## src/inc/pbca_pkg.sv

```systemverilog
// Purpose: Shared constants and types of the pin B converter assignment block
// Assumes: 8-bit register port, one clock
// Notes:   Pin-selected voltage code VOLT_OFF selects a converter off

package pbca_pkg;

    // ----------------------------------------
    // Register map
    // ----------------------------------------
    localparam int ADDR_W = 8;
    localparam int DATA_W = 8;
    localparam logic [ADDR_W-1:0] ASSIGN_OFFSET = 8'h48;
    localparam logic [DATA_W-1:0] ASSIGN_RESET = 8'h00;
    localparam logic [DATA_W-1:0] ASSIGN_RW_MASK = 8'h1f;
    localparam logic [DATA_W-1:0] READ_ZERO = 8'h00;

    // ----------------------------------------
    // Field positions
    // ----------------------------------------
    localparam int BIT_IO = 0;
    localparam int BIT_CORE_A = 1;
    localparam int BIT_CORE_B = 2;
    localparam int BIT_FET = 3;
    localparam int BIT_SPARE = 4;
    localparam int CONV_N = 4;

    // ----------------------------------------
    // Converter voltage and mode
    // ----------------------------------------
    localparam int VOLT_W = 8;
    localparam logic [VOLT_W-1:0] VOLT_OFF = 8'h00;

    typedef enum logic [1:0] {
        mode_off,
        mode_active,
        mode_low_power
    } pbca_mode_t;

    // ----------------------------------------
    // Synchroniser
    // ----------------------------------------
    localparam logic [1:0] SYNC_SETTLED = 2'h2;
    localparam logic [1:0] SYNC_STEP = 2'h1;
    localparam logic [1:0] SYNC_START = 2'h0;

endpackage

```

## src/hw/pbca_conv_sel.sv

```systemverilog
// Purpose: Picks voltage and mode of one converter from pin or registers
// Assumes: Pin input already synchronised to i_clk
// Notes:   IO_STYLE converters have no pin-selected voltage

`timescale 1ns/1ps

module pbca_conv_sel
    import pbca_pkg::*;
#(
    parameter int VW = VOLT_W,
    parameter bit IO_STYLE = 1'b0
)
(
    input wire logic i_clk,
    input wire logic i_resetn,
    input wire logic i_assign,
    input wire logic i_pin,
    input wire logic i_keep_on,
    input wire logic [VW-1:0] i_op_voltage,
    input wire logic [VW-1:0] i_sleep_voltage,
    input wire logic [VW-1:0] i_reg_voltage,
    input wire pbca_mode_t i_reg_mode,
    output logic [VW-1:0] o_voltage,
    output pbca_mode_t o_mode
);

    // ----------------------------------------
    // Selection
    // ----------------------------------------
    wire op_off = (i_op_voltage == VW'(VOLT_OFF));
    wire sleep_off = (i_sleep_voltage == VW'(VOLT_OFF));
    wire pbca_mode_t high_mode = (!IO_STYLE && op_off) ? mode_off : mode_active;
    wire pbca_mode_t sleep_awake = IO_STYLE ? mode_off : mode_active;
    wire pbca_mode_t low_mode = (!IO_STYLE && sleep_off) ? mode_off
        : (i_keep_on ? mode_low_power : sleep_awake);
    wire pbca_mode_t next_mode = !i_assign ? i_reg_mode : (i_pin ? high_mode : low_mode);
    wire [VW-1:0] pin_voltage = i_pin ? i_op_voltage : i_sleep_voltage;
    wire [VW-1:0] next_voltage = (!i_assign || IO_STYLE) ? i_reg_voltage : pin_voltage;

    // ----------------------------------------
    // Output flops
    // ----------------------------------------
    always_ff @(posedge i_clk or negedge i_resetn)
    begin
        if (!i_resetn)
        begin
            o_voltage <= VW'(VOLT_OFF);
            o_mode <= mode_off;
        end
        else
        begin
            o_voltage <= next_voltage;
            o_mode <= next_mode;
        end
    end

endmodule // pbca_conv_sel

```

## src/hw/pbca_pin_b_assign.sv

```systemverilog
// Purpose: Pin B converter assignment register and converter control
// Assumes: i_resetn is the turn-off reset; register port on i_clk
// Notes:   Outputs follow the pin three edges after it changes
//
// Function
// - Any of the four converter assignment bits set disables serial interface; the spare bit does not
// - Unassigned converter follows register-driven control only
// - FET controller, pin high: operating voltage register
// - FET controller, pin low: sleep voltage register
// - FET controller, pin low, keep-on: low power
// - Core B assigned: pin picks operating or sleep
// - Core B, pin low, keep-on: low power
// - Core A assigned: pin picks operating or sleep
// - Core A, pin low, keep-on: low power
// - IO converter assigned, pin high: on
// - IO converter, pin low: off or low power
// - Register clears only on turn-off reset

`timescale 1ns/1ps

module pbca_pin_b_assign
    import pbca_pkg::*;
#(
    parameter int VW = VOLT_W
)
(
    input wire logic i_clk,
    input wire logic i_resetn,
    input wire logic i_reg_wr,
    input wire logic i_reg_rd,
    input wire logic [ADDR_W-1:0] i_reg_addr,
    input wire logic [DATA_W-1:0] i_reg_wdata,
    output logic [DATA_W-1:0] o_reg_rdata,
    input wire logic i_second_enable_pin,
    input wire logic [CONV_N-1:0] i_sleep_keep_on_settings,
    input wire logic [VW-1:0] i_fet_ctrl_operating_voltage,
    input wire logic [VW-1:0] i_fet_ctrl_sleep_voltage,
    input wire logic [VW-1:0] i_core_a_operating_voltage,
    input wire logic [VW-1:0] i_core_a_sleep_voltage,
    input wire logic [VW-1:0] i_core_b_operating_voltage,
    input wire logic [VW-1:0] i_core_b_sleep_voltage,
    input wire logic [VW-1:0] i_fet_ctrl_reg_voltage,
    input wire logic [VW-1:0] i_core_a_reg_voltage,
    input wire logic [VW-1:0] i_core_b_reg_voltage,
    input wire logic [VW-1:0] i_io_reg_voltage,
    input wire pbca_mode_t i_fet_ctrl_reg_mode,
    input wire pbca_mode_t i_core_a_reg_mode,
    input wire pbca_mode_t i_core_b_reg_mode,
    input wire pbca_mode_t i_io_reg_mode,
    output logic [VW-1:0] o_fet_ctrl_voltage,
    output logic [VW-1:0] o_core_a_voltage,
    output logic [VW-1:0] o_core_b_voltage,
    output logic [VW-1:0] o_io_voltage,
    output pbca_mode_t o_fet_ctrl_mode,
    output pbca_mode_t o_core_a_mode,
    output pbca_mode_t o_core_b_mode,
    output pbca_mode_t o_io_mode,
    output logic o_sr_if_disable
);

    // ----------------------------------------
    // Pin synchroniser
    // ----------------------------------------
    logic pin_meta;
    logic pin_sync;

    always_ff @(posedge i_clk or negedge i_resetn)
    begin
        if (!i_resetn)
        begin
            pin_meta <= 1'b0;
            pin_sync <= 1'b0;
        end
        else
        begin
            pin_meta <= i_second_enable_pin;
            pin_sync <= pin_meta;
        end
    end

    // ----------------------------------------
    // Assignment register
    // ----------------------------------------
    logic [DATA_W-1:0] assign_reg;
    logic [DATA_W-1:0] reg_rdata;
    logic sr_disable;

    wire addr_hit = (i_reg_addr == ASSIGN_OFFSET);
    wire write_hit = i_reg_wr && addr_hit;
    wire read_hit = i_reg_rd && addr_hit;
    wire [DATA_W-1:0] next_assign = write_hit ? (i_reg_wdata & ASSIGN_RW_MASK) : assign_reg;
    wire next_sr_disable = next_assign[BIT_FET] || next_assign[BIT_CORE_B]
        || next_assign[BIT_CORE_A] || next_assign[BIT_IO];
    wire [DATA_W-1:0] next_rdata = read_hit ? assign_reg : READ_ZERO;

    always_ff @(posedge i_clk or negedge i_resetn)
    begin
        if (!i_resetn)
        begin
            assign_reg <= ASSIGN_RESET;
            sr_disable <= 1'b0;
            reg_rdata <= READ_ZERO;
        end
        else
        begin
            assign_reg <= next_assign;
            sr_disable <= next_sr_disable;
            reg_rdata <= next_rdata;
        end
    end

    assign o_reg_rdata = reg_rdata;
    assign o_sr_if_disable = sr_disable;

    // ----------------------------------------
    // Converter selectors
    // ----------------------------------------
    pbca_conv_sel #(.VW(VW), .IO_STYLE(1'b0)) u_fet_ctrl
    (
        .i_clk(i_clk),
        .i_resetn(i_resetn),
        .i_assign(assign_reg[BIT_FET]),
        .i_pin(pin_sync),
        .i_keep_on(i_sleep_keep_on_settings[BIT_FET]),
        .i_op_voltage(i_fet_ctrl_operating_voltage),
        .i_sleep_voltage(i_fet_ctrl_sleep_voltage),
        .i_reg_voltage(i_fet_ctrl_reg_voltage),
        .i_reg_mode(i_fet_ctrl_reg_mode),
        .o_voltage(o_fet_ctrl_voltage),
        .o_mode(o_fet_ctrl_mode)
    );

    pbca_conv_sel #(.VW(VW), .IO_STYLE(1'b0)) u_core_b
    (
        .i_clk(i_clk),
        .i_resetn(i_resetn),
        .i_assign(assign_reg[BIT_CORE_B]),
        .i_pin(pin_sync),
        .i_keep_on(i_sleep_keep_on_settings[BIT_CORE_B]),
        .i_op_voltage(i_core_b_operating_voltage),
        .i_sleep_voltage(i_core_b_sleep_voltage),
        .i_reg_voltage(i_core_b_reg_voltage),
        .i_reg_mode(i_core_b_reg_mode),
        .o_voltage(o_core_b_voltage),
        .o_mode(o_core_b_mode)
    );

    pbca_conv_sel #(.VW(VW), .IO_STYLE(1'b0)) u_core_a
    (
        .i_clk(i_clk),
        .i_resetn(i_resetn),
        .i_assign(assign_reg[BIT_CORE_A]),
        .i_pin(pin_sync),
        .i_keep_on(i_sleep_keep_on_settings[BIT_CORE_A]),
        .i_op_voltage(i_core_a_operating_voltage),
        .i_sleep_voltage(i_core_a_sleep_voltage),
        .i_reg_voltage(i_core_a_reg_voltage),
        .i_reg_mode(i_core_a_reg_mode),
        .o_voltage(o_core_a_voltage),
        .o_mode(o_core_a_mode)
    );

    pbca_conv_sel #(.VW(VW), .IO_STYLE(1'b1)) u_io
    (
        .i_clk(i_clk),
        .i_resetn(i_resetn),
        .i_assign(assign_reg[BIT_IO]),
        .i_pin(pin_sync),
        .i_keep_on(i_sleep_keep_on_settings[BIT_IO]),
        .i_op_voltage(i_io_reg_voltage),
        .i_sleep_voltage(i_io_reg_voltage),
        .i_reg_voltage(i_io_reg_voltage),
        .i_reg_mode(i_io_reg_mode),
        .o_voltage(o_io_voltage),
        .o_mode(o_io_mode)
    );

    // ----------------------------------------
    // Checks
    // ----------------------------------------
    logic [1:0] sync_age;

    always_ff @(posedge i_clk or negedge i_resetn)
    begin
        if (!i_resetn)
        begin
            sync_age <= SYNC_START;
        end
        else if (sync_age != SYNC_SETTLED)
        begin
            sync_age <= 2'(sync_age + SYNC_STEP);
        end
    end

    sr_disable_a:
    assert property (@(posedge i_clk) disable iff (!i_resetn)
        write_hit |=> o_sr_if_disable == ($past(i_reg_wdata[BIT_FET:BIT_IO]) != 4'h0))
    else $error("serial interface disable wrong after write");

    core_a_free_a:
    assert property (@(posedge i_clk) disable iff (!i_resetn)
        !assign_reg[BIT_CORE_A] |=> o_core_a_voltage == $past(i_core_a_reg_voltage)
            && o_core_a_mode == $past(i_core_a_reg_mode))
    else $error("unassigned core A not following registers");

    fet_high_a:
    assert property (@(posedge i_clk) disable iff (!i_resetn)
        assign_reg[BIT_FET] && pin_sync |=> o_fet_ctrl_voltage == $past(i_fet_ctrl_operating_voltage))
    else $error("FET controller not on operating voltage");

    fet_low_a:
    assert property (@(posedge i_clk) disable iff (!i_resetn)
        assign_reg[BIT_FET] && !pin_sync && i_fet_ctrl_sleep_voltage == VW'(VOLT_OFF)
            |=> o_fet_ctrl_voltage == VW'(VOLT_OFF) && o_fet_ctrl_mode == mode_off)
    else $error("FET controller not off from sleep register");

    fet_keep_on_a:
    assert property (@(posedge i_clk) disable iff (!i_resetn)
        assign_reg[BIT_FET] && !pin_sync && i_sleep_keep_on_settings[BIT_FET]
            && i_fet_ctrl_sleep_voltage != VW'(VOLT_OFF) |=> o_fet_ctrl_mode == mode_low_power)
    else $error("FET controller not in low power");

    core_b_select_a:
    assert property (@(posedge i_clk) disable iff (!i_resetn)
        assign_reg[BIT_CORE_B] |=> o_core_b_voltage == ($past(pin_sync)
            ? $past(i_core_b_operating_voltage) : $past(i_core_b_sleep_voltage)))
    else $error("core B voltage source wrong");

    core_b_keep_on_a:
    assert property (@(posedge i_clk) disable iff (!i_resetn)
        assign_reg[BIT_CORE_B] && !pin_sync && i_sleep_keep_on_settings[BIT_CORE_B]
            && i_core_b_sleep_voltage != VW'(VOLT_OFF) |=> o_core_b_mode == mode_low_power)
    else $error("core B not in low power");

    core_a_select_a:
    assert property (@(posedge i_clk) disable iff (!i_resetn)
        assign_reg[BIT_CORE_A] && !pin_sync |=> o_core_a_voltage == $past(i_core_a_sleep_voltage))
    else $error("core A not on sleep voltage");

    core_a_keep_on_a:
    assert property (@(posedge i_clk) disable iff (!i_resetn)
        assign_reg[BIT_CORE_A] && !pin_sync && i_sleep_keep_on_settings[BIT_CORE_A]
            && i_core_a_sleep_voltage != VW'(VOLT_OFF) |=> o_core_a_mode == mode_low_power)
    else $error("core A not in low power");

    io_high_a:
    assert property (@(posedge i_clk) disable iff (!i_resetn)
        assign_reg[BIT_IO] && pin_sync |=> o_io_mode == mode_active)
    else $error("IO converter not on with pin high");

    io_low_a:
    assert property (@(posedge i_clk) disable iff (!i_resetn)
        assign_reg[BIT_IO] && !pin_sync |=> o_io_mode == ($past(i_sleep_keep_on_settings[BIT_IO])
            ? mode_low_power : mode_off))
    else $error("IO converter wrong with pin low");

    reset_clear_a:
    assert property (@(posedge i_clk) disable iff (!i_resetn)
        $rose(sync_age == SYNC_STEP) |-> o_sr_if_disable == 1'b0 && o_reg_rdata == READ_ZERO)
    else $error("assignment not clear after reset");

    pin_sync_a:
    assert property (@(posedge i_clk) disable iff (!i_resetn)
        sync_age == SYNC_SETTLED |-> pin_sync == $past(i_second_enable_pin, 2))
    else $error("pin not passed through two flops");

endmodule // pbca_pin_b_assign

```

## config.mk

```make
export PLATFORM = sky130hd
export DESIGN_NAME = pbca_pin_b_assign
export DESIGN_NICKNAME = d
export VERILOG_FILES = /design/src/inc/pbca_pkg.sv /design/src/hw/pbca_conv_sel.sv /design/src/hw/pbca_pin_b_assign.sv
export SDC_FILE = /design/constraint.sdc
export NUM_CORES = 1
export LEC_CHECK = 0
export BUFFER_PORTS_ARGS = -buffer_cell sky130_fd_sc_hd__buf_2
export CAP_MARGIN = 20
export CORE_MARGIN = 5
export CORE_UTILIZATION = 29
export DETAILED_ROUTE_END_ITERATION = 8
export PLACE_DENSITY_LB_ADDON = 0.12
export SLEW_MARGIN = 20
export SYNTH_ARGS = -nofsm -noshare
export SYNTH_HDL_FRONTEND = slang
export SYNTH_SLANG_ARGS = --single-unit
```

## constraint.sdc

```tcl
create_clock -name i_clk -period 3.8 [get_ports i_clk]
set_clock_uncertainty 0.1 [all_clocks]
set_input_delay 0.76 -clock i_clk [delete_from_list [all_inputs] [get_ports i_clk]]
set_output_delay 0.76 -clock i_clk [all_outputs]
set_load 0.01 [all_outputs]
```

==> reports/results.txt, run 1 <==
Fin area - 3200 um^2
Post-synthesis sequential area ratio - 59.0%
DR iter-0 viols - 40
Power Dens Cells - 342 nW/um^2
First-pass GRT wire length - 10.6 mm
Skew-Pair Late Insertion Delay - 290 ps
Antenna diodes - 0
Worst Setup End Kind - flip-flop
Max stage delay cell, worst path - dfrtp_1
Initial antenna violation count - 0
Fin crit period - 2070 ps
CTS tree - done
Final count of pins violating max slew - 0
Synthesized netlist cell count - 198
Area delta synth->final - 42.5%
RSZ-0062 raised after global routing - false
Max-cap violations - 0
Post-synth EDFFs - 0
Avg Inst Size Synth - 11.4 um^2
Max stage delay on crit path - 670 ps
Final net count - 465
Main flop type after synthesis - dfrtp_1
Num CTS Buffers - 5
Crit-path max FO - 12
Final setup fails - 0
Worst IR Drop VDD - 0.000143 V
Largest net degree at the start of global routing - 32
Ys async rst share - 100%
Synth unique cells - 28
Fmax - 483 MHz
Hold crit path type - reg -> reg
Critical path launch point type - flip-flop
Post-layout instance count excluding filler cells - 455
Synth warn - 0
CORE AREA - 7650 um^2
CTS clk-pin slew, worst paths - 100 ps
Die Span X - 98.1 um
Clk sinks - 53
Sw Ratio - 26.0%
CP required - 3870 ps
Clock Path Buffers - 2
CTS root buffer - clkbuf_8
WS Path Type - reg -> reg
Post-Place Cell Area - 3120 um^2
H-tree Lvls - 2
Worst path bufs/invs - 1
Max-slew headroom - 51.6%
Row count - 32
Met3 routed WL - 464 um
Setup Fix Bufs, Post-CTS - 0
Tot Pwr - 1.09 mW
Synth Register Bits - 53
Status - complete, no violations
Tot GR Track Use - 13.6%
Crit path cell chain - buf_4, or4b_1, o311ai_1, o211ai_1
Layout cell share with drive strength beyond 1 - 49.0%
Vias per cell - 4.45
GR Overflow Total - 0
Worst Tran Pin Value - 726 ps
Routed WL - 6.51 mm
Logic pwr share - 16.1%
Initial Util - 29.4%
Ratio of final minimum period to clock period - 54.5%
Die area - 9610 um^2
Vias in the first global route - 2150
# port buffers - 155
Pre-antenna DRT Iters - 4
Via Count - 2027
Worst Path Arrival - 2140 ps
DRT met1 WL - 2.66 mm
CTS Hold Bufs - 0
Met2 WL - 3.26 mm
Hold Fails Final Rpt - 0
# DRC - 0
Final antenna-violating net count - 0
DR WL/cell - 14.3 um
HPWL after DPL - 5.33 mm
Top Ports - 162
Clock Power Share - 28.4%
DP Cell Count - 447
Die height - 98.1 um
Leak - 1.68 nW
Switching power - 285 uW
Placer Congestion - 0.788
Highest routed layer - met4
Final setup TNS - 0 ps
Post-CTS resize count - 0
Cell area after synthesis - 2250 um^2
Seq pwr share - 55.5%
Cell Int Power - 810 uW
CP top delay family - flip-flops
area by class of cell:
type / count / area [um^2]
clock inverters: 2 / 15.0
flip-flops and latches: 53 / 1330
repair buffers: 158 / 798
multi-input cells: 129 / 846
well taps: 102 / 128
inverters: 5 / 18.8
fillers: 831 / 4440
clock buffers: 6 / 72.6
final timing paths:
check / startpoint / to / slack, ps / cells after the start
setup reg to reg: pin_sync / u_fet_ctrl.o_mode[0] / 1730 / 4
setup / recovery: pin_sync / u_fet_ctrl.o_mode[0] / 1730 / 4
min in group asynchronous: i_resetn / assign_reg[1] / 410 / 1
max in group asynchronous: i_resetn / u_core_a.o_voltage[2] / 2420 / 2
hold / removal: pin_meta / pin_sync / 260 / 0
hold reg to reg: pin_meta / pin_sync / 260 / 0
cell usage after synthesis, types with 2 or more instances:
library cell | n | area [um^2]
clkbuf_1 | 6 | 22.5
nor4_1 | 8 | 50.1
a32o_1 | 2 | 20.0
inv_1 | 5 | 18.8
a21oi_1 | 24 | 120
buf_2 | 4 | 20.0
nand3_1 | 2 | 10.0
a21o_1 | 2 | 15.0
buf_4 | 3 | 22.5
mux2_2 | 6 | 67.6
nor2_1 | 36 | 135
nor4b_2 | 2 | 30.0
a221oi_1 | 2 | 17.5
dfrtp_1 | 53 | 1330
nand2_1 | 3 | 11.3
or4_1 | 4 | 30.0
mux2i_1 | 25 | 250
cell usage in the layout (no fill, tap or decap), types with 3 or more instances in the layout:
cell type and count:
buf_4 3, nor2_1 36, mux2i_1 25, clkbuf_8 5, mux2_2 6, dfrtp_1 53
a21oi_1 24, inv_1 5, nor4_1 8, buf_2 155, conb_1 3, nand2_1 3
or4_1 4
worst register-to-register path: stages, from the launching register on:
cell,delay (ps)
dfrtp_1,670
buf_4,320
or4b_1,490
o311ai_1,250
o211ai_1,130
power by group through the flow:
stage | sequential (mW) | clock (mW) | combinational, mW
global placement | 0.619 | 0 | 0.177
global route | 0.613 | 0.360 | 0.198
detailed placement | 0.619 | 0 | 0.179
finish | 0.608 | 0.311 | 0.176
CTS | 0.608 | 0.334 | 0.180
floorplan | 0.623 | 0 | 0.0665
per-stage QoR:
| stage | hold slack, ps | util, % | setup slack, ps |
|---|---|---|---|
| floorplan | 231 | - | 1900 |
| global placement | 241 | 40.8 | 1710 |
| detailed placement | 242 | 40.8 | 1670 |
| CTS | 264 | 41.9 | 1720 |
| global route | 276 | 41.9 | 1580 |
| finish | 260 | 41.9 | 1730 |
metal layers:
layer	vias up	global-route usage [%]
met5	-	0
met2	78	22.7
li1	1004	-
met1	937	16.9
met3	8	3.71
met4	0	4.69
logic make-up after synthesis:
group	count (synthesis)	synth area share, %
buffers and inverters	18	3.73
AOI/OAI and AO/OA	36	9.63
other	1	0.167
muxes	31	14.1
and+or+nand+nor	59	13.4
DFF	53	59.0
Power figures use the tool's default switching activity.
==> run 2, diff against run 1 <==
- ABC_AREA: not set -> 1
- clock period: 3.8 -> 1.76 ns (I/O delays scaled with it)
==> reports/results.txt, run 2 <==
Status - complete, no violations
Cell area after synthesis - 2330 um^2 (+3.6%)
# DRC - 0 (unchanged)
Crit path cell chain - inv_2, buf_12, nand3_1, o21ai_0
Vias in the first global route - 2406 (+12%)
Worst Setup End Kind - flip-flop
Final setup fails - 0 (unchanged)
Reg2reg setup slack - 420 ps (-1310 ps)
CTS clk-pin slew, worst paths - 100 ps (about the same)
Crit-path max FO - 19 (+7)
Skew-Pair Late Insertion Delay - 310 ps (+20 ps)
Tot Pwr - 2.55 mW (+130%)
Leak - 1.78 nW (+5.7%)
Initial Util - 30.0% (+0.58 points)
Finished Core Util - 43.3% (+1.4 points)
Synth Register Bits - 53 (unchanged)
Logic pwr share - 16.5% (+0.4 points)
DR iter-0 viols - 66 (+65%)
Vias per cell - 4.43 (-0.49%)
Cell Int Power - 1.89 mW (+130%)
HPWL after DPL - 5.99 mm (+12%)
Post-synth top area cell - dfrtp_1
GR Overflow Total - 0 (unchanged)
Via Count - 2354 (+16%)
Synth top area share - 57.0% (-2.0 points)
# port buffers - 155 (unchanged)
Count leader, synth - nor2_1
Fin area - 3360 um^2 (+4.9%)
Max-cap violations - 0 (unchanged)
Worst r2r dst - u_fet_ctrl.o_mode[1]
Routed WL - 7.45 mm (+14%)
Final setup TNS - 0 ps (unchanged)
Final antenna-violating net count - 0 (unchanged)
Critical Path Start - pin_sync
Top Ports - 162 (unchanged)
Number of fill cells - 829 (-0.24%)
H-tree Lvls - 2 (unchanged)
CTS root buffer - clkbuf_8
Synth unique cells - 24 (-14%)
CP Capture Point - u_fet_ctrl.o_mode[1]
DR WL/cell - 14.0 um (-1.9%)
Avg Inst Size Synth - 8.62 um^2 (-24%)
Tot GR Track Use - 15.0% (+1.4 points)
Seq pwr share - 50.6% (-4.9 points)
Clk sinks - 53 (unchanged)
Max stage delay on crit path - 400 ps (-270 ps)
Layout cell share with drive strength beyond 1 - 42.7% (-6.4 points)
Die Span X - 99.6 um (+1.6%)
RSZ-0062 raised after global routing - false
Worst Hold Margin - 44.4 ps (-215 ps)
Power Dens Cells - 758 nW/um^2 (+120%)
Post-synthesis sequential area ratio - 57.0% (-2.0 points)
Clock Path Buffers - 2 (unchanged)
Fmax - 745 MHz (+54%)
CORE AREA - 7770 um^2 (+1.6%)
Most frequent cells in the layout - buf_2 (155), nor2_1 (60), dfrtp_1 (53)
Synthesized netlist cell count - 270 (+36%)
Post-synth EDFFs - 0 (unchanged)
Pre-antenna DRT Iters - 4 (unchanged)
Switching power - 657 uW (+130%)
Largest net degree at the start of global routing - 27 (-16%)
Sw Ratio - 25.8% (-0.24 points)
Placement Setup Slack - 374 ps (-1300 ps)
Hold Fails Final Rpt - 0 (unchanged)
Ys async rst share - 100% (unchanged)
CP required - 1890 ps (-1980 ps)
First-pass GRT wire length - 11.8 mm (+12%)
Clock Power Share - 33.0% (+4.6 points)
Placer Congestion - 0.778 (-1.3%)
Ratio of final minimum period to clock period - 76.3% (+22 points)
WS Path Type - reg -> reg
Antenna diodes - 0 (unchanged)
Worst IR Drop VDD - 0.000379 V (+170%)
Commonest non-fill, non-tap cell in the layout - buf_2
Crit Reg-Reg Startpoint - pin_sync
Worst Path Arrival - 1470 ps (-670 ps)
Area delta synth->final - 44.3%
Row count - 32 (unchanged)
Post-CTS resize count - 0 (unchanged)
Max stage delay cell, worst path - dfrtp_1
Main flop type after synthesis - dfrtp_1
Dominant cells by area after synthesis - dfrtp_1 (57%), nor2_1 (9.7%), o21ai_0 (9.5%)
Final net count - 541 (+16%)
Hold crit path type - in -> reg
Final count of pins violating max slew - 0 (unchanged)
Synth cell count leaders - nor2_1 (60), dfrtp_1 (53), nand2_1 (47)
Post-Place Cell Area - 3240 um^2 (+3.9%)
R2R depth - 4 (unchanged)
Fin crit period - 1340 ps (-730 ps)
Critical path launch point type - flip-flop
Post-layout instance count excluding filler cells - 531 (+17%)
Initial antenna violation count - 0 (unchanged)
Die height - 99.6 um (+1.6%)
Setup WS post-layout - 418 ps (-1310 ps)
DP Cell Count - 522 (+17%)
Die area - 9920 um^2 (+3.2%)
CTS tree - done
Synth warn - 0 (unchanged)
Num CTS Buffers - 5 (unchanged)
## run 2: changes by cell type after synthesis, sizes merged, moves of 9 or more
cell and change:
nor2 +26, a21oi -19, mux2i -25, o21ai +46, inv +9, nand2 +49
## run 2: layout make-up
cell class,instances,area [um^2],share of cell area [%]
Multi-Input combinational cell,190,872,25.9
Timing Repair Buffer,164,871,25.9
Sequential cell,53,1330,39.5
Clock inverter,2,38.8,1.15
Inverter,14,52.6,1.56
Tap cell,102,128,3.80
Clock buffer,6,72.6,2.16
## run 2: critical path, delay by kind of cell, from the launching register on
kind,cells,cell delay (ps)
compound gates,1,170
buf+inv,2,530
flops,1,400
simple gates,1,70
## run 2: worst min path at each step
stage | start | to | slack, ps | cells after the start
4_1_cts | i_io_reg_voltage[2] | u_io.o_voltage[2] | 40 | 1
3_3_place_gp | i_resetn | u_io.o_voltage[2] | 230 | 1
3_5_place_dp | i_resetn | u_io.o_voltage[2] | 240 | 1
5_1_grt | i_second_enable_pin | pin_meta | 10 | 1
6_report | i_second_enable_pin | pin_meta | 40 | 1
2_1_floorplan | i_resetn | assign_reg[0] | -40 | 0
## run 2: repair_timing
item / 4_1_cts / 5_1_grt
buffers inserted: 0 / 0
endpoints found under the hold margin: 15 / 0
hold buffers: 1 / 0
## run 2: logic make-up (layout without fill, tap and decap cells)
group / Yosys count / after routing / share of synthesized area, %
other cells: 1 / 3 / 0.161
buf+inv: 29 / 186 / 5.91
flops: 53 / 53 / 57.0
compound gates: 56 / 56 / 12.8
simple gates: 131 / 131 / 24.2
## run 2: routing by layer
layer	wire length, um	GRT usage (%)	vias to the layer above
met5	0	0	-
met4	76	3.47	0
met3	745	4.84	6
met2	3440	24.7	110
met1	3190	19.2	1060
li1	-	-	1178
## run 2: power groups by stage
stage / clock network [mW] / registers, mW / logic, mW
detailed placement: 0 / 1.31 / 0.427
global route: 0.924 / 1.30 / 0.477
global placement: 0 / 1.31 / 0.422
floorplan: 0 / 1.34 / 0.140
finish: 0.840 / 1.29 / 0.419
CTS: 0.861 / 1.29 / 0.429
